## src/rtl/ptf_pkg.sv

```systemverilog
// constants for the phy test pattern and fast link drop block
package ptf_pkg;
    localparam int          ADDR_W        = 8;
    localparam int          DATA_W        = 16;
    localparam int          N_CRIT        = 5;
    localparam logic [7:0]  ADR_TEST      = 8'h25;
    localparam logic [7:0]  ADR_TIMERS    = 8'h2c;
    localparam logic [7:0]  ADR_FLD       = 8'h2d;
    localparam logic [15:0] RST_TEST      = 16'h0480;
    localparam logic [15:0] RST_TIMERS    = 16'h141f;
    localparam logic [15:0] RST_FLD       = 16'h0000;
    localparam logic [15:0] WMASK_TEST    = 16'h0fff;
    localparam logic [15:0] WMASK_TIMERS  = 16'h3fff;
    localparam logic [15:0] WMASK_FLD     = 16'hc01f;
    // test_pattern_control fields
    localparam int          TST_CODE_LO   = 0;
    localparam int          TST_10BT_EN   = 4;
    localparam int          TST_CH_LO     = 5;
    localparam int          TST_CH_ALL    = 7;
    localparam int          TST_EXT_EN    = 8;
    localparam int          TST_EXT_MSB   = 9;
    localparam logic [3:0]  TST_CODE_MAX  = 4'hd;
    // crossover_and_window_timers fields
    localparam int          TMR_ROB_LO    = 0;
    localparam int          TMR_FAST_LO   = 4;
    localparam int          TMR_WIN_LO    = 9;
    // fast_drop_config_status fields
    localparam int          FLD_MODE_LO   = 0;
    localparam int          FLD_STAT_LO   = 8;
    localparam int          FLD_STUCK     = 13;
    localparam int          FLD_BYPASS    = 14;
    localparam int          FLD_FORCE     = 15;
    // timing
    localparam int          CLK_MHZ       = 20;
    localparam int          WIN_STEP_NS   = 1000;
    localparam int          WIN_STEP_CYC  = WIN_STEP_NS * CLK_MHZ / 1000;
    localparam int          MAX_WAIT_NS   = 10000;
    localparam int          MAX_WAIT_CYC  = MAX_WAIT_NS * CLK_MHZ / 1000;
    localparam int          FAST_STEP_US  = 4000;
    localparam int          FAST_STEP_CYC = FAST_STEP_US * CLK_MHZ;
    localparam int          ROB_FULL_US   = 500000;
    localparam int          ROB_RST_VAL   = 15;
    localparam int          ROB_STEP_CYC  = ROB_FULL_US * CLK_MHZ / ROB_RST_VAL;
endpackage : ptf_pkg

```

## src/rtl/ptf_fld_if.sv

```systemverilog
// signals between the register block and the fast drop detector
`timescale 1ns/10ps
`default_nettype none
interface ptf_fld_if;
    logic [4:0] crit_en;
    logic [4:0] crit_evt;
    logic [4:0] win_len;
    logic       bypass;
    logic [4:0] hit;
    logic       drop_req;
    modport ctl (output crit_en, crit_evt, win_len, bypass,
                 input  hit, drop_req);
    modport det (input  crit_en, crit_evt, win_len, bypass,
                 output hit, drop_req);
endinterface : ptf_fld_if
`default_nettype wire

```

## src/rtl/ptf_fld.sv

```systemverilog
// fast link drop detector: window, criteria, wait timer
`timescale 1ns/10ps
`default_nettype none
module ptf_fld
    import ptf_pkg::*;
(
    // clock and reset
    input  wire logic core_clk_i,
    input  wire logic arst_n_i,
    // detector side
    ptf_fld_if.det    fld
);
    localparam int WAIT_LIM = MAX_WAIT_CYC + 1;

    typedef struct packed {
        logic [4:0] step;
        logic [4:0] us;
        logic [4:0] seen;
        logic [4:0] hit;
        logic       waiting;
        logic [7:0] wait_cnt;
        logic       drop;
    } ptf_fld_st_t;

    localparam ptf_fld_st_t ST_RST = '0;

    ptf_fld_st_t st_ff;
    ptf_fld_st_t nxt_st;

    if (WIN_STEP_CYC < 1 || WIN_STEP_CYC > 32 || MAX_WAIT_CYC > 255)
        $error("ptf_fld: timing constants out of range");

    always_comb
    begin
        nxt_st      = st_ff;
        nxt_st.hit  = '0;
        nxt_st.drop = 1'b0;
        // each criterion is collected on its own
        nxt_st.seen = st_ff.seen | (fld.crit_evt & fld.crit_en);
        if (st_ff.step == 5'(WIN_STEP_CYC - 1))
        begin
            nxt_st.step = '0;
            // window closes after win_len + 1 microsteps
            if (st_ff.us >= fld.win_len)
            begin
                nxt_st.us   = '0;
                nxt_st.hit  = nxt_st.seen;
                nxt_st.seen = '0;
            end
            else
            begin
                nxt_st.us = st_ff.us + 5'd1;
            end
        end
        else
        begin
            nxt_st.step = st_ff.step + 5'd1;
        end
        if (st_ff.hit != '0 && fld.bypass)
        begin
            // no waiting when the longest wait is skipped
            nxt_st.drop    = 1'b1;
            nxt_st.waiting = 1'b0;
        end
        else if (st_ff.hit != '0 && !st_ff.waiting)
        begin
            nxt_st.waiting  = 1'b1;
            nxt_st.wait_cnt = '0;
        end
        else if (st_ff.waiting)
        begin
            if (st_ff.wait_cnt == 8'(MAX_WAIT_CYC - 1))
            begin
                nxt_st.waiting = 1'b0;
                nxt_st.drop    = 1'b1;
            end
            else
            begin
                nxt_st.wait_cnt = st_ff.wait_cnt + 8'd1;
            end
        end
    end

    always_ff @(posedge core_clk_i or negedge arst_n_i)
    begin
        if (!arst_n_i)
            st_ff <= ST_RST;
        else
            st_ff <= nxt_st;
    end

    assign fld.hit      = st_ff.hit;
    assign fld.drop_req = st_ff.drop;
endmodule : ptf_fld
`default_nettype wire

```

## src/rtl/ptf_top.sv

```systemverilog
// test pattern, crossover timer and fast link drop registers
`timescale 1ns/10ps
`default_nettype none
module ptf_top
    import ptf_pkg::*;
#(
    parameter int FAST_STEP = FAST_STEP_CYC,
    parameter int ROB_STEP  = ROB_STEP_CYC
)(
    // clock and reset
    input  wire logic              core_clk_i,
    input  wire logic              arst_n_i,
    // register port
    input  wire logic [ADDR_W-1:0] reg_addr_i,
    input  wire logic [DATA_W-1:0] reg_wdata_i,
    input  wire logic              reg_wr_i,
    input  wire logic              reg_rd_i,
    output logic      [DATA_W-1:0] reg_rdata_o,
    // phy status
    input  wire logic [4:0]        crit_evt_i,
    input  wire logic              rx_signal_i,
    input  wire logic              slicer_stuck_i,
    input  wire logic              link_up_i,
    input  wire logic              xover_fast_mode_i,
    input  wire logic              xover_robust_mode_i,
    // test pattern controls
    output logic                   test_10bt_en_o,
    output logic [3:0]             test_pattern_code_o,
    output logic                   ext_pattern_fast_enable_o,
    output logic                   ext_pattern_bit_o,
    output logic [3:0]             test_channel_en_o,
    // link controls
    output logic                   mdix_swap_o,
    output logic                   link_drop_o
);
    typedef struct packed {
        logic [15:0] test;
        logic [15:0] tmr;
        logic [15:0] cfg;
        logic [4:0]  stat;
        logic [15:0] rdata;
        logic [4:0]  ext_pos;
        logic        ext_bit;
        logic [3:0]  ch_en;
        logic [19:0] xs_step;
        logic [4:0]  xs_units;
        logic        swap;
        logic        drop;
    } ptf_top_st_t;

    localparam ptf_top_st_t ST_RST = '{
        test: RST_TEST, tmr: RST_TIMERS, cfg: RST_FLD, default: '0};

    ptf_top_st_t st_ff;
    ptf_top_st_t nxt_st;
    ptf_fld_if   fld_bus ();

    logic        ext_on;
    logic [4:0]  ext_run;
    logic [19:0] xs_lim;
    logic [4:0]  xs_val;
    logic        xs_run;
    logic        test_on;

    if (FAST_STEP < 1 || FAST_STEP > 1048576 || ROB_STEP < 1
        || ROB_STEP > 1048576)
        $error("ptf_top: crossover step counts out of range");

    ptf_fld u_fld (
        .core_clk_i (core_clk_i),
        .arst_n_i   (arst_n_i),
        .fld        (fld_bus.det)
    );

    assign fld_bus.crit_en  = st_ff.cfg[FLD_MODE_LO +: 5];
    assign fld_bus.crit_evt = crit_evt_i;
    assign fld_bus.win_len  = st_ff.tmr[TMR_WIN_LO +: 5];
    assign fld_bus.bypass   = st_ff.cfg[FLD_BYPASS];

    // extended pattern only without the 10BASE-T enable
    assign ext_on  = st_ff.test[TST_EXT_EN] && !st_ff.test[TST_10BT_EN];
    assign ext_run = {st_ff.test[TST_EXT_MSB], st_ff.test[3:0]};
    assign test_on = ext_on || st_ff.test[TST_10BT_EN];
    assign xs_run  = !link_up_i && (xover_fast_mode_i
                     || xover_robust_mode_i);
    assign xs_lim  = xover_fast_mode_i ? 20'(FAST_STEP - 1)
                                       : 20'(ROB_STEP - 1);
    assign xs_val  = xover_fast_mode_i ? st_ff.tmr[TMR_FAST_LO +: 5]
                   : {1'b0, st_ff.tmr[TMR_ROB_LO +: 4]};

    always_comb
    begin
        nxt_st = st_ff;
        // writes, reserved bits masked
        if (reg_wr_i)
        begin
            case (reg_addr_i)
                ADR_TEST:
                    nxt_st.test = reg_wdata_i & WMASK_TEST;
                ADR_TIMERS:
                    nxt_st.tmr = reg_wdata_i & WMASK_TIMERS;
                ADR_FLD:
                    nxt_st.cfg = reg_wdata_i & WMASK_FLD;
                default:
                    nxt_st.cfg = st_ff.cfg;
            endcase
        end
        // reads, unmapped gives zero
        nxt_st.rdata = '0;
        if (reg_rd_i)
        begin
            case (reg_addr_i)
                ADR_TEST:
                    nxt_st.rdata = st_ff.test;
                ADR_TIMERS:
                    nxt_st.rdata = st_ff.tmr;
                ADR_FLD:
                begin
                    nxt_st.rdata = st_ff.cfg;
                    nxt_st.rdata[FLD_STUCK] = slicer_stuck_i;
                    nxt_st.rdata[FLD_STAT_LO +: 5] = st_ff.stat;
                end
                default:
                    nxt_st.rdata = '0;
            endcase
        end
        // status: clear on read, a new event wins
        if (reg_rd_i && reg_addr_i == ADR_FLD)
            nxt_st.stat = '0;
        nxt_st.stat = nxt_st.stat | fld_bus.hit;
        // one followed by ext_run zeros, zero run clears
        if (!ext_on || ext_run == '0)
        begin
            nxt_st.ext_pos = '0;
            nxt_st.ext_bit = 1'b0;
        end
        else
        begin
            nxt_st.ext_bit = (st_ff.ext_pos == '0);
            if (st_ff.ext_pos >= ext_run)
                nxt_st.ext_pos = '0;
            else
                nxt_st.ext_pos = st_ff.ext_pos + 5'd1;
        end
        // channel routing
        if (!test_on)
            nxt_st.ch_en = '0;
        else if (st_ff.test[TST_CH_ALL])
            nxt_st.ch_en = 4'hf;
        else
            nxt_st.ch_en = 4'h1 << st_ff.test[TST_CH_LO +: 2];
        // crossover pair swap timer
        if (!xs_run)
        begin
            nxt_st.xs_step  = '0;
            nxt_st.xs_units = '0;
        end
        else if (st_ff.xs_step >= xs_lim)
        begin
            nxt_st.xs_step = '0;
            if (st_ff.xs_units + 5'd1 >= xs_val)
            begin
                nxt_st.xs_units = '0;
                nxt_st.swap     = !st_ff.swap;
            end
            else
            begin
                nxt_st.xs_units = st_ff.xs_units + 5'd1;
            end
        end
        else
        begin
            nxt_st.xs_step = st_ff.xs_step + 20'd1;
        end
        // link drop: forced on no signal, or detector request
        nxt_st.drop = (st_ff.cfg[FLD_FORCE] && !rx_signal_i)
                      || fld_bus.drop_req;
    end

    always_ff @(posedge core_clk_i or negedge arst_n_i)
    begin
        if (!arst_n_i)
            st_ff <= ST_RST;
        else
            st_ff <= nxt_st;
    end

    assign reg_rdata_o               = st_ff.rdata;
    assign test_10bt_en_o            = st_ff.test[TST_10BT_EN];
    assign test_pattern_code_o       = st_ff.test[TST_CODE_LO +: 4];
    assign ext_pattern_fast_enable_o = ext_on;
    assign ext_pattern_bit_o         = st_ff.ext_bit;
    assign test_channel_en_o         = st_ff.ch_en;
    assign mdix_swap_o               = st_ff.swap;
    assign link_drop_o               = st_ff.drop;
endmodule : ptf_top
`default_nettype wire

```

## config.mk

```make
export PLATFORM = sky130hd
export DESIGN_NAME = ptf_top
export DESIGN_NICKNAME = d
export VERILOG_FILES = /design/src/rtl/ptf_pkg.sv /design/src/rtl/ptf_fld_if.sv /design/src/rtl/ptf_fld.sv /design/src/rtl/ptf_top.sv
export SDC_FILE = /design/constraint.sdc
export NUM_CORES = 1
export LEC_CHECK = 0
export ABC_AREA = 1
export BUFFER_PORTS_ARGS = -buffer_cell sky130_fd_sc_hd__buf_2
export CAP_MARGIN = 20
export CORE_UTILIZATION = 55
export DETAILED_ROUTE_END_ITERATION = 7
export GPL_TIMING_DRIVEN = 0
export PLACE_DENSITY = 0.83
export SETUP_SLACK_MARGIN = 0.15
export SLEW_MARGIN = 30
export SYNTH_ARGS = -nofsm -noshare
export SYNTH_HDL_FRONTEND = slang
export SYNTH_SLANG_ARGS = --single-unit
```

## constraint.sdc

```tcl
create_clock -name core_clk_i -period 3.3 [get_ports core_clk_i]
set_input_delay 0.33 -clock core_clk_i [delete_from_list [all_inputs] [get_ports core_clk_i]]
set_output_delay 0.33 -clock core_clk_i [all_outputs]
set_load 0.03 [all_outputs]
```

==> Yosys cells after proc, flatten, opt, wreduce, memory -nomap -nowiden <==
Cells that the tools add are included.
{ "classes": {"addsub": 6, "n_lt_le_gt_ge": 4, "n_eq_ne": 7, "shift": 1, "mux": 26, "bitwise_logic": 4, "n_reduce_logical": 25} }
{ "op_table": {"columns": ["cell", "n"], "rows": [
  ["$pmux 16 s3", 1],
  ["$mux 20", 2],
  ["$mux 10", 3],
  ["$mux 5", 6],
  ["$mux 25", 1],
  ["$eq 8x6->1 const B", 3],
  ["$add 20x1->20 const B", 1],
  ["$add 5x1->5 const B", 4],
  ["$ge 20x20->1", 1],
  ["$mux 16", 1],
  ["$ge 5x5->1", 3],
  ["$mux 6", 2],
  ["$logic_not 5->1", 2],
  ["$or 5x5->5", 2],
  ["$mux 9", 1],
  ["$add 8x1->8 const B", 1],
  ["$eq 8x8->1 const B", 1],
  ["$mux 4", 2],
  ["$mux 8", 1],
  ["$logic_and 1x1->1", 6],
  ["$logic_not 1->1", 6],
  ["$mux 1", 6],
  ["$reduce_and 2->1", 3],
  ["$reduce_and 3->1", 2],
  ["8 further kinds", 12]
]} }
{ "totals": {"register_bits": 121, "input_bits": 38, "output_inout_bits": 29} }

==> Depth between registers and ports, before layout <==
Gate-level depths: netlist (run 1).
{ "depth": {"depth_word": 5, "ltp_mapped": 12, "ltp_nobuf": 12} }

==> Hierarchy <==
From an unflattened synthesis (run 1), not the netlist that was laid out.
{ "unflattened": {"cells_unflattened": 779, "hier_area_um2": 6591.3} }
{ "modules_own_cells": {"columns": ["mod", "n_inst", "cells_per_inst", "area_each_um2", "seq_area_each_um2"], "rows": [
  ["ptf_top", 1, 590, 4996.0, 2288.4],
  ["ptf_fld", 1, 189, 1595.3, 750.7]
]} }

==> Worst setup path before layout (run 1) <==
Ideal clock, no wire load.
{ "synth_timing": {"path_type": "reg2reg", "startpoint": "register st_ff[2] (netlist name)", "endpoint": "register st_ff[2] (netlist name)", "setup_ns": 0.065, "t_arrival_ns": 1.902, "required_ns": 3.235, "setup_slack_ns": 1.333, "path_stages_with_launch": 12, "path_buffers": 0, "synth_period_minus_slack_ns": 1.967, "cell_sequence": "dfrtp_1 > ha_1 > nand3_1 > xor2_1 > inv_1 > ha_1 > a21oi_1 > o21a_1 > nand3_1 > nor2_1 > nand3_1 > nand2_1"} }
{ "synth_between": {"elab_chain_cells": 5} }
{ "synth_lines": {"columns": ["item", "line_no", "source"], "rows": [
  ["start, declared", "ptf_top.sv:54", "ptf_top_st_t st_ff;"],
  ["start signal, assigned", "ptf_top.sv:185", "st_ff <= nxt_st;"],
  ["$add 5x1->5 *", "ptf_top.sv:161, ptf_top.sv:168", null],
  ["$ge 5x5->1", "ptf_top.sv:161", "if (st_ff.xs_units + 5'd1 >= xs_val)"],
  ["$mux 5 *", "ptf_top.sv:161", null],
  ["$mux 6 *", "ptf_top.sv:158", "else if (st_ff.xs_step >= xs_lim)"],
  ["$mux 25 *", "ptf_top.sv:153", "if (!xs_run)"]
]} }
Every way passes the cells marked *; elsewhere a longest branch is shown, timed or not. The select of a mux whose other input is x is not followed.
A chain may end at the register's enable or synchronous reset.

==> Final worst setup path (run 1) <==
Ends and elaborated chain as after synthesis.

==> qor.json, run 1 <==
{
  "die": {
    "pin_count": 67,
    "die-width_um": 110,
    "initial_utilization_pct": 56.4,
    "rows": 39,
    "overall_die_area_um2": 12100,
    "fp.coreArea_um2": 11400,
    "die_height_um": 110
  },
  "sta": {
    "period_needed_ns": 2.35,
    "timing.final.max_slew_violations": 0,
    "tightestPinTransition_ns": 0.687,
    "rsz0062_at_grt": "no",
    "final.setup.tns_ns": 0,
    "setup_viol": 0,
    "achievable-frequency_mhz": 426,
    "timing.clock.skew_ns": 0.00678,
    "finalHoldViolations": 0,
    "finalCritPeriodShare_pct": 71.1,
    "timing.slew.headroom_pct": 54.0
  },
  "routing": {
    "routed-via-count": 5092,
    "drc": 0,
    "dr.first_iter.drc_count": 290,
    "dr_vias_cell": 5.16,
    "average_wire_length_per_cell_after_detail_routing_um": 14.6,
    "drt_wl_total_mm": 14.4,
    "antenna_left": 0,
    "detailedRoute.firstPassIterationCount": 5
  },
  "clock_network": {
    "post_cts.resized_instances": 0,
    "cts_made_buffers": 17,
    "cts.reportedPaths.clkPinSlew_ns": 0.05,
    "htree_levels": 4,
    "root_driver": "sky130_fd_sc_hd__clkbuf_16",
    "cts_tree": "yes",
    "numClockSinks": 121,
    "max-clock-path-buffers": 2,
    "source_to_sink_clock_delay_at_the_later_pin_of_the_worst_skew_pair_ns": 0.42
  },
  "logic_synthesis": {
    "ys_dominant_reg_cell": "sky130_fd_sc_hd__dfrtp_1",
    "synth.distinct_cells": 41,
    "synth_edf_count": 0,
    "synth.yosys.warnings": 0,
    "synth_top_area_share_pct": 43.5,
    "syn-mean-instance-area_um2": 8.66,
    "async_flop_share_pct": 100,
    "synth_seq_cells": 121,
    "area_of_the_mapped_netlist_um2": 6440,
    "synth_most_common_cell": "sky130_fd_sc_hd__nand2_1",
    "ys_seq_area_share_pct": 47.2,
    "synth_area_leaders": "sky130_fd_sc_hd__dfrtp_1 (44%), sky130_fd_sc_hd__nand2_1 (8.9%), sky130_fd_sc_hd__ha_1 (6.0%), sky130_fd_sc_hd__inv_1 (5.7%), sky130_fd_sc_hd__nor2_1 (5.1%)",
    "synth_nets": 813,
    "synth_top_cells_by_count": "sky130_fd_sc_hd__nand2_1 (153), sky130_fd_sc_hd__dfrtp_1 (112), sky130_fd_sc_hd__inv_1 (97), sky130_fd_sc_hd__nor2_1 (87), sky130_fd_sc_hd__nand3_1 (38)",
    "netlist_instances": 744,
    "post-synth-top-area-cell": "sky130_fd_sc_hd__dfrtp_1"
  },
  "worst_setup_path": {
    "crit_path_max_fanout": 7,
    "startpoint_to_endpoint_class_of_the_critical_path": "flop to flop",
    "arrival_ns": 2.70,
    "crit_start": "st_ff[2]$_DFFE_PN0P_",
    "regToRegStartpoint": "st_ff[2]$_DFFE_PN0P_",
    "worstSetupStartpointType": "flop",
    "cp.required_ns": 3.66,
    "end_kind": "flop"
  },
  "placement": {
    "placedCellCount": 954,
    "gp_congestion": 0.841,
    "place.detailed.hpwl_mm": 10.2,
    "place.port_buffers": 66
  },
  "run_status": {
    "run_status": "completed"
  },
  "min_path": {
    "min_delay_worst_type": "input port to flop",
    "hold_crit_start": "rx_signal_i"
  },
  "global_routing": {
    "grt_antenna_before_repair": 0,
    "globalRouteTotalUtil_pct": 26.1,
    "first_global_vias": 4780,
    "grt_pass1_wl_mm": 23.3,
    "grt.overflow.total": 0,
    "pin_count_of_the_biggest_net_entering_global_routing": 67
  },
  "cells_and_area": {
    "num-nets-final": 900,
    "fillers": 920,
    "num_antenna_cells": 0,
    "fraction_of_final_layout_cells_sized_beyond_drive_strength_1_pct": 22.5,
    "finalNonFillerCells": 987,
    "areaGrowthSynthToFinish_pct": 19.2
  },
  "run": {
    "max_cap_viol_count": 0
  },
  "pwr": {
    "ir_worst_vdd_uv": 408,
    "p_leak_nw": 3.98,
    "pwr_density_cell_nw_per_um2": 511
  }
}
[registers in the layout, summed over array words and instances, names as in the netlist, 4 cells and up]
name,count
reg_rdata_o,16
test_pattern_code_o,4
fld_bus.crit_en,5
u_fld.fld.hit,5
test_channel_en_o,4
u_fld.st_ff,24
st_ff,51
fld_bus.win_len,5
[cell type report]
cell class	instances	area, um^2	share of cell area, %
inverters	103	389	5.07
plain buffers	36	288	3.75
flip-flops and latches	121	3040	39.6
multi-input cells	484	2720	35.5
well taps	143	179	2.33
clock buffers	20	457	5.95
repair buffers	68	378	4.92
clock inverters	12	220	2.87
[stage by stage]
step / utilization [%] / hold slack, ns / power (W) / setup slack (ns) / area [um^2]
floorplan: - / 0.0344 / 0.00171 / 1.33 / 6440
global placement: 60.9 / 0.422 / 0.00181 / 0.405 / 6950
detailed placement: 61.2 / 0.272 / 0.00182 / 1.08 / 6990
CTS: 67.2 / 0.0717 / 0.00395 / 0.970 / 7670
global route: 67.2 / 0.0817 / 0.00404 / 0.855 / 7670
finish: 67.2 / 0.0916 / 0.00392 / 0.954 / 7670
[worst paths after layout]
path                                              end  slack [ns]  depth (start not counted)
worst max register to register   st_ff[2]$_DFFE_PN0P_        0.95                         11
worst max-delay path             st_ff[2]$_DFFE_PN0P_        0.95                         11
min in group asynchronous         st_ff[23]$_DFF_PN0_        0.42                          2
worst min-delay path            link_drop_o$_DFF_PN0_        0.09                          2
worst min register to register  link_drop_o$_DFF_PN0_        0.44                          1
max in group asynchronous       st_ff[77]$_DFFE_PN1P_        2.18                          3
[placed cells by master (no fill, tap or decap), types with 17 or more instances in the layout]
cell type,n
sky130_fd_sc_hd__nand2_1,153
sky130_fd_sc_hd__dfrtp_1,112
sky130_fd_sc_hd__inv_1,97
sky130_fd_sc_hd__nor2_1,87
sky130_fd_sc_hd__buf_2,67
sky130_fd_sc_hd__nand3_1,38
sky130_fd_sc_hd__a21oi_1,32
sky130_fd_sc_hd__ha_1,31
sky130_fd_sc_hd__buf_4,28
sky130_fd_sc_hd__o21ai_0,18
sky130_fd_sc_hd__o21ai_2,18
sky130_fd_sc_hd__xor2_1,17
sky130_fd_sc_hd__clkbuf_16,17
[critical path, cell delays in order (launching register included)]
cell,delay (ns)
sky130_fd_sc_hd__dfrtp_1,0.43
sky130_fd_sc_hd__ha_1,0.25
sky130_fd_sc_hd__nand3_1,0.10
sky130_fd_sc_hd__xor2_1,0.19
sky130_fd_sc_hd__inv_1,0.08
sky130_fd_sc_hd__ha_1,0.33
sky130_fd_sc_hd__a21oi_1,0.16
sky130_fd_sc_hd__o21a_1,0.13
sky130_fd_sc_hd__nand3_1,0.22
sky130_fd_sc_hd__nor2_1,0.20
sky130_fd_sc_hd__nand3_1,0.10
sky130_fd_sc_hd__nand2_1,0.09
[where the power goes]
part / leakage [nW] / switching, W / internal [W]
clock: 0.330 / 0.000662 / 0.00145
combinational: 2.09 / 0.000159 / 0.0000808
sequential: 1.55 / 0.0000333 / 0.00153
total: 3.98 / 0.000854 / 0.00306
[kinds of logic (layout without fill, tap and decap cells)]
family	after synthesis	in the layout	synth area share, %
AO/OA/AOI/OAI	97	97	9.46
XOR/XNOR	27	27	3.67
adder cells (fa/ha/maj)	31	31	6.02
buffers and inverters	139	239	10.5
flip-flops	121	121	47.2
multiplexers	3	3	0.466
AND/OR/NAND/NOR	326	326	22.7
[timing repair]
action / CTS / global route
buffers inserted: 0 / 0
hold buffers: 1 / 0
hold endpoints to repair: 55 / 0
[layer usage]
metal  up-vias  part of all wire [%]  GRT usage [%]
met5         -                     0              0
li1       2550                     -              -
met3        19                   6.5           7.11
met4         0                   1.3           8.36
met2       161                    48           41.5
met1      2362                    44           34.9
No activity file was read; power rests on OpenSTA's default activity.
==> run 2: changes to the inputs <==
- CORE_UTILIZATION: 55 -> 54
- PLACE_DENSITY: 0.83 -> 0.85
- clock period: 3.3 -> 1.9 ns (I/O delays scaled with it)
==> qor.json, run 2 (synthesized netlist as in run 1, its figures left out) <==
{
  "routing": {
    "drt_wl_total_mm": 15.6,
    "routed-via-count": 5302,
    "antenna_left": 0,
    "detailedRoute.firstPassIterationCount": 8,
    "drc": 12,
    "dr_vias_cell": 5.30,
    "dr.first_iter.drc_count": 452,
    "average_wire_length_per_cell_after_detail_routing_um": 15.6
  },
  "sta": {
    "timing.slew.headroom_pct": 54.1,
    "tightestPinTransition_ns": 0.685,
    "rsz0062_at_grt": "yes",
    "finalHoldViolations": 0,
    "achievable-frequency_mhz": 494,
    "post-route-worst-setup-slack_ns": -0.123,
    "final.setup.tns_ns": -0.529,
    "timing.final.max_slew_violations": 0,
    "period_needed_ns": 2.02,
    "finalCritPeriodShare_pct": 106,
    "timing.clock.skew_ns": 0.0127,
    "setup_viol": 6
  },
  "pwr": {
    "ir_worst_vdd_uv": 838,
    "p_leak_nw": 4.03,
    "pwr_density_cell_nw_per_um2": 797
  },
  "run": {
    "max_cap_viol_count": 0
  },
  "cells_and_area": {
    "num-nets-final": 914,
    "fraction_of_final_layout_cells_sized_beyond_drive_strength_1_pct": 26.1,
    "post-route-cell-area_um2": 7890,
    "finish.utilization_pct": 68.5,
    "layout.cells.most_common_list": "sky130_fd_sc_hd__nand2_1 (149), sky130_fd_sc_hd__dfrtp_1 (112), sky130_fd_sc_hd__inv_1 (94)",
    "final_common_cell": "sky130_fd_sc_hd__nand2_1",
    "largest_reg_flops": 51,
    "largest_register": "st_ff",
    "areaGrowthSynthToFinish_pct": 22.6,
    "num_antenna_cells": 0
  },
  "die": {
    "die_height_um": 111,
    "overall_die_area_um2": 12400,
    "pin_count": 67,
    "initial_utilization_pct": 55.9,
    "rows": 39,
    "die-width_um": 111,
    "fp.coreArea_um2": 11500
  },
  "worst_setup_path": {
    "crit_path_max_fanout": 7,
    "startpoint_to_endpoint_class_of_the_critical_path": "flop to flop",
    "cp.required_ns": 2.26,
    "timing.critical_path.mode_cell": "sky130_fd_sc_hd__ha_4",
    "worstSetupStartpointType": "flop",
    "end_kind": "flop",
    "critPathMaxStageDelay_ns": 0.42,
    "arrival_ns": 2.38,
    "crit_path_top_delay_cell": "sky130_fd_sc_hd__dfrtp_1",
    "timing.critical_path.cells": "ha_4 > nand3_2 > xor2_2 > inv_1 > ha_4 > a21oi_2 > o21a_1 > nand3_4 > nor2_1 > nand3_1 > nand2_1"
  },
  "clock_network": {
    "cts.reportedPaths.clkPinSlew_ns": 0.06,
    "cts_tree": "yes",
    "max-clock-path-buffers": 2,
    "htree_levels": 4,
    "cts_made_buffers": 17,
    "numClockSinks": 121,
    "source_to_sink_clock_delay_at_the_later_pin_of_the_worst_skew_pair_ns": 0.42,
    "root_driver": "sky130_fd_sc_hd__clkbuf_16"
  },
  "run_status": {
    "violations": "design-rule violations, negative setup slack",
    "run_status": "finished, violations left"
  },
  "placement": {
    "place.detailed.hpwl_mm": 10.5,
    "placedInstanceArea_um2": 7020,
    "gp_congestion": 0.869,
    "place.port_buffers": 66
  },
  "global_routing": {
    "globalRouteTotalUtil_pct": 26.4,
    "grt_pass1_wl_mm": 25.1,
    "first_global_vias": 5153,
    "grt_antenna_before_repair": 0,
    "pin_count_of_the_biggest_net_entering_global_routing": 74,
    "grt.overflow.total": 0
  },
  "min_path": {
    "min_delay_worst_type": "input port to flop"
  }
}
[run 2: cell count changes in the layout (fill, tap and decap cells not counted), moves of 4 or more]
cell	change
sky130_fd_sc_hd__nand2_1	-4
sky130_fd_sc_hd__ha_4	+6
sky130_fd_sc_hd__bufinv_16	-5
sky130_fd_sc_hd__ha_1	-6
sky130_fd_sc_hd__buf_4	+8
[run 2: layout make-up]
cell class              instances  area, um^2
plain buffers                  36         295
clock buffers                  22         484
clock inverters                 9        91.3
fillers                       874        3620
inverters                     103         392
multi-input cells             485        2930
flip-flops and latches        121        3040
well taps                     143         179
repair buffers                 81         484
[run 2: worst paths after layout]
check                                          start                             end  slack (ns)  cells past startpoint
max                             st_ff[2]$_DFFE_PN0P_            st_ff[6]$_DFFE_PN0P_       -0.12                     11
max in group asynchronous                   arst_n_i           st_ff[74]$_DFFE_PN1P_        0.93                      3
min reg2reg                u_fld.st_ff[25]$_DFF_PN0_       u_fld.st_ff[25]$_DFF_PN0_        0.46                      1
min                                  reg_wdata_i[14]      fld_bus.bypass$_DFFE_PN0P_        0.01                      3
min in group asynchronous                   arst_n_i  test_channel_en_o[0]$_DFF_PN0_        0.27                      2
max reg2reg                     st_ff[2]$_DFFE_PN0P_            st_ff[6]$_DFFE_PN0P_       -0.12                     11
[run 2: worst max-delay path: cells and delay by family (launching register included)]
kind / cells / cell delay (ns)
compound gates: 2 / 0.31
xor+xnor: 1 / 0.16
fa+ha+maj: 2 / 0.43
buf+inv: 1 / 0.10
flops: 1 / 0.42
simple gates: 5 / 0.54
[run 2: through the flow]
| stage | power (W) | cells | setup slack (ns) | hold slack, ns |
|---|---|---|---|---|
| floorplan | 0.00298 | 744 | 0.0947 | -0.106 |
| global placement | 0.00315 | 953 | -0.901 | 0.381 |
| detailed placement | 0.00318 | 954 | -0.123 | 0.122 |
| CTS | 0.00629 | 994 | -0.0497 | 0.00529 |
| global route | 0.00649 | 1000 | -0.321 | 0.0166 |
| finish | 0.00629 | 1000 | -0.123 | 0.0137 |
[run 2: metal layers]
layer  global-route usage [%]  part of all wire, %
met1                     35.3                   43
met2                     41.1                   49
met3                     7.33                  6.2
met4                     9.37                  2.0
met5                        0                    0
[run 2: repair_timing]
action | in CTS | in global routing
gates resized for setup | 8 | 22
gates cloned | 1 | 0
buffers inserted | 5 | 6
hold buffers | 3 | 0
pin swaps | 6 | 12
endpoints found under the hold margin | 51 | 0
endpoints found under the setup margin | 17 | 47
[run 2: power breakdown]
part           internal, W  leakage [nW]  switching [W]  total, W
clock              0.00193         0.271        0.00118   0.00311
combinational     0.000158          2.21       0.000294  0.000453
sequential         0.00266          1.55      0.0000609   0.00272
total              0.00475          4.03        0.00154   0.00629
